$ cat src/inc/tpcs_defines.svh
// timing constants and counts for the two-phase clock stretcher
`ifndef TPCS_DEFINES_SVH
`define TPCS_DEFINES_SVH

// system clock rate
`define TPCS_CLK_MHZ      250
// one processor clock cycle, 1 MHz
`define TPCS_CYC_NS       1000
// phase one high time, minimum 430 ns plus margin
`define TPCS_PH1_NS       460
// phase two high time, minimum 450 ns plus margin
`define TPCS_PH2_NS       465
// each non-overlap gap
`define TPCS_GAP_NS       36
// lead of the memory clock ahead of phase two
`define TPCS_LEAD_NS      8

// least times round up to whole clocks
`define TPCS_CYC_CLKS     ((`TPCS_CYC_NS  * `TPCS_CLK_MHZ + 999) / 1000)
`define TPCS_PH1_CLKS     ((`TPCS_PH1_NS  * `TPCS_CLK_MHZ + 999) / 1000)
`define TPCS_PH2_CLKS     ((`TPCS_PH2_NS  * `TPCS_CLK_MHZ + 999) / 1000)
`define TPCS_GAP_CLKS     ((`TPCS_GAP_NS  * `TPCS_CLK_MHZ + 999) / 1000)
// lead is a longest time, rounds down
`define TPCS_LEAD_CLKS    ((`TPCS_LEAD_NS * `TPCS_CLK_MHZ) / 1000)

`endif

$ cat src/inc/tpcs_pkg.sv
// types shared by the two-phase clock stretcher
`default_nettype none
package tpcs_pkg;
   // phase generator states
   typedef enum logic [2:0] {
      ST_PH1,
      ST_GAP12,
      ST_PH2,
      ST_GAP21,
      ST_FREEZE
   } tpcs_state_e;
   // phase counter
   typedef logic [7:0] tpcs_cnt_t;
endpackage
`default_nettype wire

$ cat src/inc/tpcs_sync_if.sv
// carrier between the top and its input synchroniser
`timescale 1ns/1ns
`default_nettype none
interface tpcs_sync_if;
   logic async_in;   // raw asynchronous level
   logic sync_out;   // level retimed to clk
   modport sync (input async_in, output sync_out);
   modport user (output async_in, input sync_out);
endinterface
`default_nettype wire

$ cat src/logic/tpcs_top.sv
// two-phase clock generator with refresh freeze and slow-memory stretch
`timescale 1ns/1ns
`default_nettype none
`include "tpcs_defines.svh"

// Overview of operation
// - low refresh ask at phase-one rise freezes
// - refresh grant high during freeze
// - high ask at next phase-one edge resumes
// - low ready at phase-two rise stretches
// - stretch lasts until ready goes high
// - refresh ask synchronised before use
// - bus phase two in phase with phase two
// - memory clock leads phase two
// - phases complementary, non-overlapping, 1 MHz
// - high times above 430/450 ns minimums
// - separate buffered phase two for loads
module tpcs_top #(
   parameter int SYNC_IDLE = 1   // refresh ask idle level
) (
   input  wire logic clk,
   input  wire logic nrst,
   input  wire logic refresh_ask_n,     // async refresh request, low active
   input  wire logic mem_ready,         // slow memory go, low stretches
   output var  logic ph1,               // processor phase one
   output var  logic ph2,               // processor phase two
   output var  logic bus_ph2,           // buffered phase two for other loads
   output var  logic dmem_clk,          // dynamic memory clock
   output var  logic refresh_grant      // refresh cycle in progress
);
   localparam tpcs_pkg::tpcs_cnt_t CYC_C  = 8'(`TPCS_CYC_CLKS);
   localparam tpcs_pkg::tpcs_cnt_t PH1_C  = 8'(`TPCS_PH1_CLKS);
   localparam tpcs_pkg::tpcs_cnt_t PH2_C  = 8'(`TPCS_PH2_CLKS);
   localparam tpcs_pkg::tpcs_cnt_t GAP_C  = 8'(`TPCS_GAP_CLKS);
   localparam tpcs_pkg::tpcs_cnt_t LEAD_C = 8'(`TPCS_LEAD_CLKS);

   // ------------------------------------------------------------
   // elaboration checks
   // ------------------------------------------------------------
   if (`TPCS_CYC_CLKS > 255 || `TPCS_LEAD_CLKS < 1 || `TPCS_LEAD_CLKS >= `TPCS_GAP_CLKS
       || `TPCS_PH1_CLKS + `TPCS_PH2_CLKS + 2 * `TPCS_GAP_CLKS > `TPCS_CYC_CLKS) begin : g_bad
      $error("tpcs_top: timing counts cannot be served");
   end
   if (SYNC_IDLE < 0 || SYNC_IDLE > 1) begin : g_bad_idle
      $error("tpcs_top: SYNC_IDLE must be 0 or 1");
   end

   // ------------------------------------------------------------
   // refresh ask synchroniser
   // ------------------------------------------------------------
   tpcs_sync_if ref_if ();                 // carrier to the synchroniser
   wire logic   ask_n_s;                   // retimed refresh ask

   assign ref_if.async_in = refresh_ask_n;
   tpcs_sync #(
      .RST_VAL (1'(SYNC_IDLE))
   ) u_ref_sync (
      .clk  (clk),
      .nrst (nrst),
      .sif  (ref_if)
   );
   assign ask_n_s = ref_if.sync_out;

   // ------------------------------------------------------------
   // state and counter
   // ------------------------------------------------------------
   tpcs_pkg::tpcs_state_e state_r;         // current phase state
   tpcs_pkg::tpcs_state_e state_nxt;
   tpcs_pkg::tpcs_cnt_t   cnt_r;           // clocks into current state
   tpcs_pkg::tpcs_cnt_t   cnt_nxt;
   logic                  stretch_r;       // phase two held by slow memory
   logic                  stretch_nxt;
   wire  tpcs_pkg::tpcs_cnt_t lim;         // length of current state
   wire  logic            hold;            // counter frozen by stretch
   wire  logic            done;            // current state ends this clock
   wire  logic            ph2_rise;        // phase two begins next clock

   assign lim = (state_r == tpcs_pkg::ST_PH1)    ? PH1_C :
                (state_r == tpcs_pkg::ST_PH2)    ? PH2_C :
                (state_r == tpcs_pkg::ST_FREEZE) ? CYC_C : GAP_C;
   // counter waits while stretching and ready is low
   assign hold     = stretch_r && !mem_ready;
   assign done     = (cnt_r == lim - 8'h01) && !hold;
   assign ph2_rise = done && (state_r == tpcs_pkg::ST_GAP12);

   // next state
   always_comb begin
      state_nxt = state_r;
      if (done) begin
         unique case (state_r)
            tpcs_pkg::ST_PH1:    state_nxt = tpcs_pkg::ST_GAP12;
            tpcs_pkg::ST_GAP12:  state_nxt = tpcs_pkg::ST_PH2;
            tpcs_pkg::ST_PH2:    state_nxt = tpcs_pkg::ST_GAP21;
            tpcs_pkg::ST_GAP21:  state_nxt = ask_n_s ? tpcs_pkg::ST_PH1 : tpcs_pkg::ST_FREEZE;
            tpcs_pkg::ST_FREEZE: state_nxt = ask_n_s ? tpcs_pkg::ST_PH1 : tpcs_pkg::ST_FREEZE;
            default:             state_nxt = tpcs_pkg::ST_PH1;
         endcase
      end
   end

   // counter restarts on each state change or freeze period
   assign cnt_nxt = done ? 8'h00 : (hold ? cnt_r : cnt_r + 8'h01);
   assign stretch_nxt = ph2_rise ? !mem_ready : (stretch_r && !mem_ready);

   // ------------------------------------------------------------
   // output next values
   // ------------------------------------------------------------
   wire logic ph1_nxt;     // phase one level
   wire logic ph2_nxt;     // phase two level
   wire logic grant_nxt;   // refresh grant level
   wire logic dmem_nxt;    // memory clock level

   assign ph1_nxt   = (state_nxt == tpcs_pkg::ST_PH1) || (state_nxt == tpcs_pkg::ST_FREEZE);
   assign ph2_nxt   = (state_nxt == tpcs_pkg::ST_PH2);
   assign grant_nxt = (state_nxt == tpcs_pkg::ST_FREEZE);
   // memory clock rises and falls early
   assign dmem_nxt  = ((state_nxt == tpcs_pkg::ST_GAP12) && (cnt_nxt >= GAP_C - LEAD_C))
                   || ((state_nxt == tpcs_pkg::ST_PH2) && (cnt_nxt < PH2_C - LEAD_C));

   // ------------------------------------------------------------
   // registers
   // ------------------------------------------------------------
   // known state, grant low after reset
   always_ff @(posedge clk) begin
      if (!nrst) begin
         state_r   <= tpcs_pkg::ST_GAP21;
         cnt_r     <= 8'h00;
         stretch_r <= 1'b0;
      end else begin
         state_r   <= state_nxt;
         cnt_r     <= cnt_nxt;
         stretch_r <= stretch_nxt;
      end
   end

   // output registers, with a separate bus copy of phase two
   always_ff @(posedge clk) begin
      if (!nrst) begin
         ph1           <= 1'b0;
         ph2           <= 1'b0;
         bus_ph2       <= 1'b0;
         dmem_clk      <= 1'b0;
         refresh_grant <= 1'b0;
      end else begin
         ph1           <= ph1_nxt;
         ph2           <= ph2_nxt;
         bus_ph2       <= ph2_nxt;
         dmem_clk      <= dmem_nxt;
         refresh_grant <= grant_nxt;
      end
   end

   // ------------------------------------------------------------
   // checks
   // ------------------------------------------------------------
   logic [7:0] hi1_r;   // clocks phase one has been high
   logic [7:0] frz_r;   // clocks grant has been high
   logic [7:0] hi2_r;   // clocks phase two has been high

   // helper run-length counters
   always_ff @(posedge clk) begin
      if (!nrst) begin
         hi1_r <= 8'h00;
         frz_r <= 8'h00;
         hi2_r <= 8'h00;
      end else begin
         hi1_r <= ph1 ? ((hi1_r == 8'hFF) ? hi1_r : hi1_r + 8'h01) : 8'h00;
         hi2_r <= ph2 ? ((hi2_r == 8'hFF) ? hi2_r : hi2_r + 8'h01) : 8'h00;
         frz_r <= refresh_grant ? ((frz_r == 8'hFF) ? frz_r : frz_r + 8'h01) : 8'h00;
      end
   end

   AST_NO_OVERLAP: assert property (@(posedge clk) disable iff (!nrst)
      !(ph1 && ph2)) else $error("phases overlap");
   AST_GAP_AFTER_PH2: assert property (@(posedge clk) disable iff (!nrst)
      $fell(ph2) |-> !ph1 [*8]) else $error("gap after phase two too short");
   AST_PH1_WIDTH: assert property (@(posedge clk) disable iff (!nrst)
      $fell(ph1) |-> $past(hi1_r) >= 8'(`TPCS_PH1_CLKS - 1)) else $error("phase one too short");
   AST_PH2_WIDTH: assert property (@(posedge clk) disable iff (!nrst)
      $fell(ph2) |-> $past(hi2_r) >= 8'(`TPCS_PH2_CLKS - 1)) else $error("phase two too short");
   AST_FREEZE_LEVELS: assert property (@(posedge clk) disable iff (!nrst)
      refresh_grant |-> ph1 && !ph2) else $error("freeze levels wrong");
   AST_FREEZE_LEN: assert property (@(posedge clk) disable iff (!nrst)
      $fell(refresh_grant) |-> $past(frz_r) >= 8'(`TPCS_CYC_CLKS - 1)) else $error("freeze too short");
   AST_RESUME: assert property (@(posedge clk) disable iff (!nrst)
      $fell(refresh_grant) |-> ph1 && $past(ask_n_s)) else $error("resume without ask high");
   AST_ENTER_FREEZE: assert property (@(posedge clk) disable iff (!nrst)
      (state_r == tpcs_pkg::ST_GAP21 && done && !ask_n_s) |=> refresh_grant && $rose(ph1))
      else $error("freeze not entered");
   AST_STRETCH: assert property (@(posedge clk) disable iff (!nrst)
      (ph2 && stretch_r && !mem_ready) |=> ph2) else $error("phase two dropped while not ready");
   AST_BUS_PHASE: assert property (@(posedge clk) disable iff (!nrst)
      bus_ph2 == ph2) else $error("bus phase two out of phase");
   AST_DMEM_LEAD: assert property (@(posedge clk) disable iff (!nrst)
      $rose(dmem_clk) |-> !ph2 ##2 $rose(ph2)) else $error("memory clock lead wrong");
   AST_DMEM_FALL: assert property (@(posedge clk) disable iff (!nrst)
      $fell(dmem_clk) |-> ph2 ##2 $fell(ph2)) else $error("memory clock fall lead wrong");
   AST_GAP_AFTER_PH1: assert property (@(posedge clk) disable iff (!nrst)
      $fell(ph1) |-> !ph2 [*8]) else $error("gap after phase one too short");
endmodule
`default_nettype wire

$ cat src/logic/tpcs_sync.sv
// two-flop level synchroniser
`timescale 1ns/1ns
`default_nettype none
module tpcs_sync #(
   parameter logic RST_VAL = 1'b1   // idle level after reset
) (
   input  wire logic  clk,
   input  wire logic  nrst,
   tpcs_sync_if.sync  sif
);
   logic meta_r;   // first stage, read only by the second
   logic hold_r;   // second stage

   // ------------------------------------------------------------
   // retiming flops
   // ------------------------------------------------------------
   always_ff @(posedge clk) begin
      if (!nrst) begin
         meta_r <= RST_VAL;
         hold_r <= RST_VAL;
      end else begin
         meta_r <= sif.async_in;
         hold_r <= meta_r;
      end
   end

   assign sif.sync_out = hold_r;
endmodule
`default_nettype wire

$ cat config.mk
export PLATFORM = sky130hd
export DESIGN_NAME = tpcs_top
export DESIGN_NICKNAME = d
export VERILOG_FILES = /design/src/inc/tpcs_pkg.sv /design/src/inc/tpcs_sync_if.sv /design/src/logic/tpcs_top.sv /design/src/logic/tpcs_sync.sv
export VERILOG_INCLUDE_DIRS = /design/src /design/src/inc
export SDC_FILE = /design/constraint.sdc
export NUM_CORES = 1
export LEC_CHECK = 0
export BUFFER_PORTS_ARGS = -buffer_cell sky130_fd_sc_hd__buf_2
export CAP_MARGIN = 30
export CORE_ASPECT_RATIO = 1.25
export CORE_MARGIN = 10
export CORE_UTILIZATION = 45
export DETAILED_ROUTE_END_ITERATION = 7
export HOLD_SLACK_MARGIN = 0.15
export PLACE_DENSITY = 0.65
export SLEW_MARGIN = 10
export SYNTH_ARGS = -nofsm -noshare
export SYNTH_HDL_FRONTEND = slang
export SYNTH_SLANG_ARGS = --single-unit
$ cat constraint.sdc
create_clock -name clk -period 1.8 [get_ports clk]
set_clock_uncertainty 0.2 [all_clocks]
set_input_delay 0.54 -clock clk [delete_from_list [all_inputs] [get_ports clk]]
set_output_delay 0.54 -clock clk [all_outputs]
set_load 0.01 [all_outputs]
==> impl_metrics.env <==
export IMPL_synth_ff_latch_count=18
export IMPL_yosysSeqAreaShare_pct=31.3
export IMPL_cts_tree="built"
export IMPL_place_ws_ns=-0.247
export IMPL_netlist_area_um2=1150
export IMPL_fmax_ghz=0.526
export IMPL_diodes=0
export IMPL_final_area_um2=1670
export IMPL_slowest_delay_ns=0.39
export IMPL_crit_family="compound AO/OA/AOI/OAI gates"
export IMPL_ant_nets=0
export IMPL_cts_root_buf="clkbuf_4"
export IMPL_cts_max_path_buffers=2
export IMPL_viasPerCell=5.75
export IMPL_grtUsageTotal_pct=13.2
export IMPL_fin_cells=208
export IMPL_numCtsBuffers=3
export IMPL_finalNetCount=181
export IMPL_core_area_um2=2450
export IMPL_p_sw_mw=0.245
export IMPL_hold_path_class="in -> reg"
export IMPL_postCtsHoldBufs=0
export IMPL_slew_viol_final=0
export IMPL_crit_type="reg -> reg"
export IMPL_io_pins=9
export IMPL_dp_cells=202
export IMPL_synthDistinctLibCells=48
export IMPL_routed_wl_um=3300
export IMPL_firstDrtPassIters=4
export IMPL_drcViolationCount=0
export IMPL_rsz0062_at_grt="true"
export IMPL_dieWidth_um=65.2
export IMPL_grt_max_degree=11
export IMPL_synthTopCellsByCount="dfxtp_1, nor2_1, nand2_1"
export IMPL_ys_flop_type="dfxtp_1"
export IMPL_drv_cap=0
export IMPL_fin_crit_sh_pct=106
export IMPL_yosys_cell_count_top_type="dfxtp_1"
export IMPL_dpl_hpwl_um=2320
export IMPL_path_clk_slew_ns=0.11
export IMPL_placed_cell_area_um2=1430
export IMPL_holdWs_ns=0.206
export IMPL_syn_avg_cell_area_um2=8.28
export IMPL_ir_drop_mv=0.340
export IMPL_wl_per_cell_um=15.9
export IMPL_grt_pass1_wl_um=5400
export IMPL_syn_to_final_growth_pct=45.2
export IMPL_relSlewSlack_pct=73.9
export IMPL_clk_latency_ns=0.30
export IMPL_synth_largest_area_cell="dfxtp_1"
export IMPL_first_iter_violations=72
export IMPL_power_per_cell_area_nw_per_um2=520
export IMPL_syn_nets=144
export IMPL_synth_cells=139
export IMPL_crit_chain="buf_6 -> a2111oi_4 -> o221ai_4 -> o311a_1 -> a31o_1"
export IMPL_grt_pass1_vias=1232
export IMPL_die_h_um=76.5
export IMPL_violations="negative setup slack"
export IMPL_cts_max_level=1
export IMPL_worst_slack_ns=-0.0998
export IMPL_yosys_warnings=0
export IMPL_status="finished, violations left"
export IMPL_fin_crit_ns=1.90
export IMPL_combPwrFrac_pct=20.6
export IMPL_worstMarginPinSlew_ns=0.391
export IMPL_swShare_pct=28.2
export IMPL_async_flop_share_pct=0
export IMPL_hold_viol=0
export IMPL_crit_required_ns=1.81
export IMPL_synth_edf_count=0
export IMPL_crit_fanout=6
export IMPL_numPortBuffers=8
export IMPL_cp_end_kind="register"
export IMPL_cp_slowest_cell="dfxtp_4"
export IMPL_dieArea_um2=4990
export IMPL_clock_sinks=18
export IMPL_setup_viol=13
export IMPL_synthDominantCellAreaShare_pct=31.3
export IMPL_p_int_mw=0.624
export IMPL_cp_start_kind="register"
export IMPL_seqPwrFrac_pct=49.2
export IMPL_initial_core_util_pct=46.9
export IMPL_drive_gt1_share_pct=49.7
export IMPL_antenna_found_initial=0
export IMPL_vias=1196
export IMPL_worstPathArrival_ns=1.91
export IMPL_path_buf_inv=1
export IMPL_place_gp_congestion=0.881
export IMPL_overflow=0
export IMPL_p_clk_share_pct=30.3
export IMPL_std_cell_rows=20
export IMPL_yosys_top_cells_area="dfxtp_1, nor2_1, nand2b_1"
export IMPL_p_leak_nw=0.638
## timing repair
action / CTS / global route
setup endpoints to repair: 12 / 15
endpoints found under the hold margin: 0 / 0
gates resized for setup: 26 / 22
pin swaps: 3 / 8
setup buffers: 2 / 0
## cell families after synthesis
| logic type | Yosys count | share of synthesized area [%] |
|---|---|---|
| compound gates | 33 | 23.5 |
| xor+xnor | 8 | 6.09 |
| fa+ha+maj | 1 | 1.09 |
| buf+inv | 15 | 6.52 |
| flops | 18 | 31.3 |
| mux | 4 | 3.48 |
| simple gates | 60 | 28.0 |
## final cells by class
class | count | area, um2
well taps | 33 | 41.3
fillers | 207 | 781
inverters | 2 | 7.51
repair buffers | 45 | 340
clock buffers | 4 | 36.3
flip-flops and latches | 18 | 377
multi-input cells | 106 | 870
## registers in the layout, indices dropped and copies added, names as in the netlist
signal and cells:
bus_ph2 1, cnt_r 8, dmem_clk 1, ph1 1, refresh_grant 1, state_r 3
stretch_r 1, u_ref_sync.meta_r 1, u_ref_sync.sif.sync_out 1
## routing by layer
metal	part of all wire, %	global-route usage (%)	vias up
met3	6.5	3.82	13
li1	-	-	579
met2	53	22.8	45
met5	0	0	-
met1	38	13.5	559
met4	2.9	7.73	0
## layout by cell type (no fill, tap or decap), drive strengths merged, types with 2 or more instances in the layout
master and instances:
nand2b 7, a211oi 3, mux2i 4, or3 2, a31oi 2, a311o 2, nand3 5, buf 45
dfxtp 18, clkbuf 4, and3 2, o21ai 7, a21oi 6, inv 2, and2 2, nand4 2
nor2b 2, nor3b 2, xnor2 5, xor2 3, nor3 7, nand2 11, nor2 13
## power groups by stage
stage	Clock, mW	Sequential, mW	Combinational, mW
3_3_place_gp	0	0.431	0.138
6_report	0.263	0.427	0.179
5_1_grt	0.284	0.429	0.196
2_1_floorplan	0	0.427	0.0864
3_5_place_dp	0	0.432	0.140
4_1_cts	0.263	0.425	0.160
## final timing paths
kind / startpoint / slack (ns) / cells after the start / end
hold / removal: refresh_ask_n / 0.21 / 2 / u_ref_sync.meta_r$_SDFF_PN1_
hold reg to reg: u_ref_sync.meta_r$_SDFF_PN1_ / 0.23 / 1 / u_ref_sync.sif.sync_out$_SDFF_PN1_
setup / recovery: state_r[1]$_SDFF_PN1_ / -0.1 / 5 / state_r[2]$_SDFF_PN0_
setup reg to reg: state_r[1]$_SDFF_PN1_ / -0.1 / 5 / state_r[2]$_SDFF_PN0_
## per-stage QoR
step,TNS (ns),power (mW),util (%)
global route,-1.79,0.909,68.2
floorplan,-0.120,0.514,-
global placement,-1.20,0.569,58.3
CTS,-0.530,0.849,64.2
finish,-0.550,0.869,68.2
detailed placement,-1.67,0.572,58.3
(Power assumes the default switching activity.)
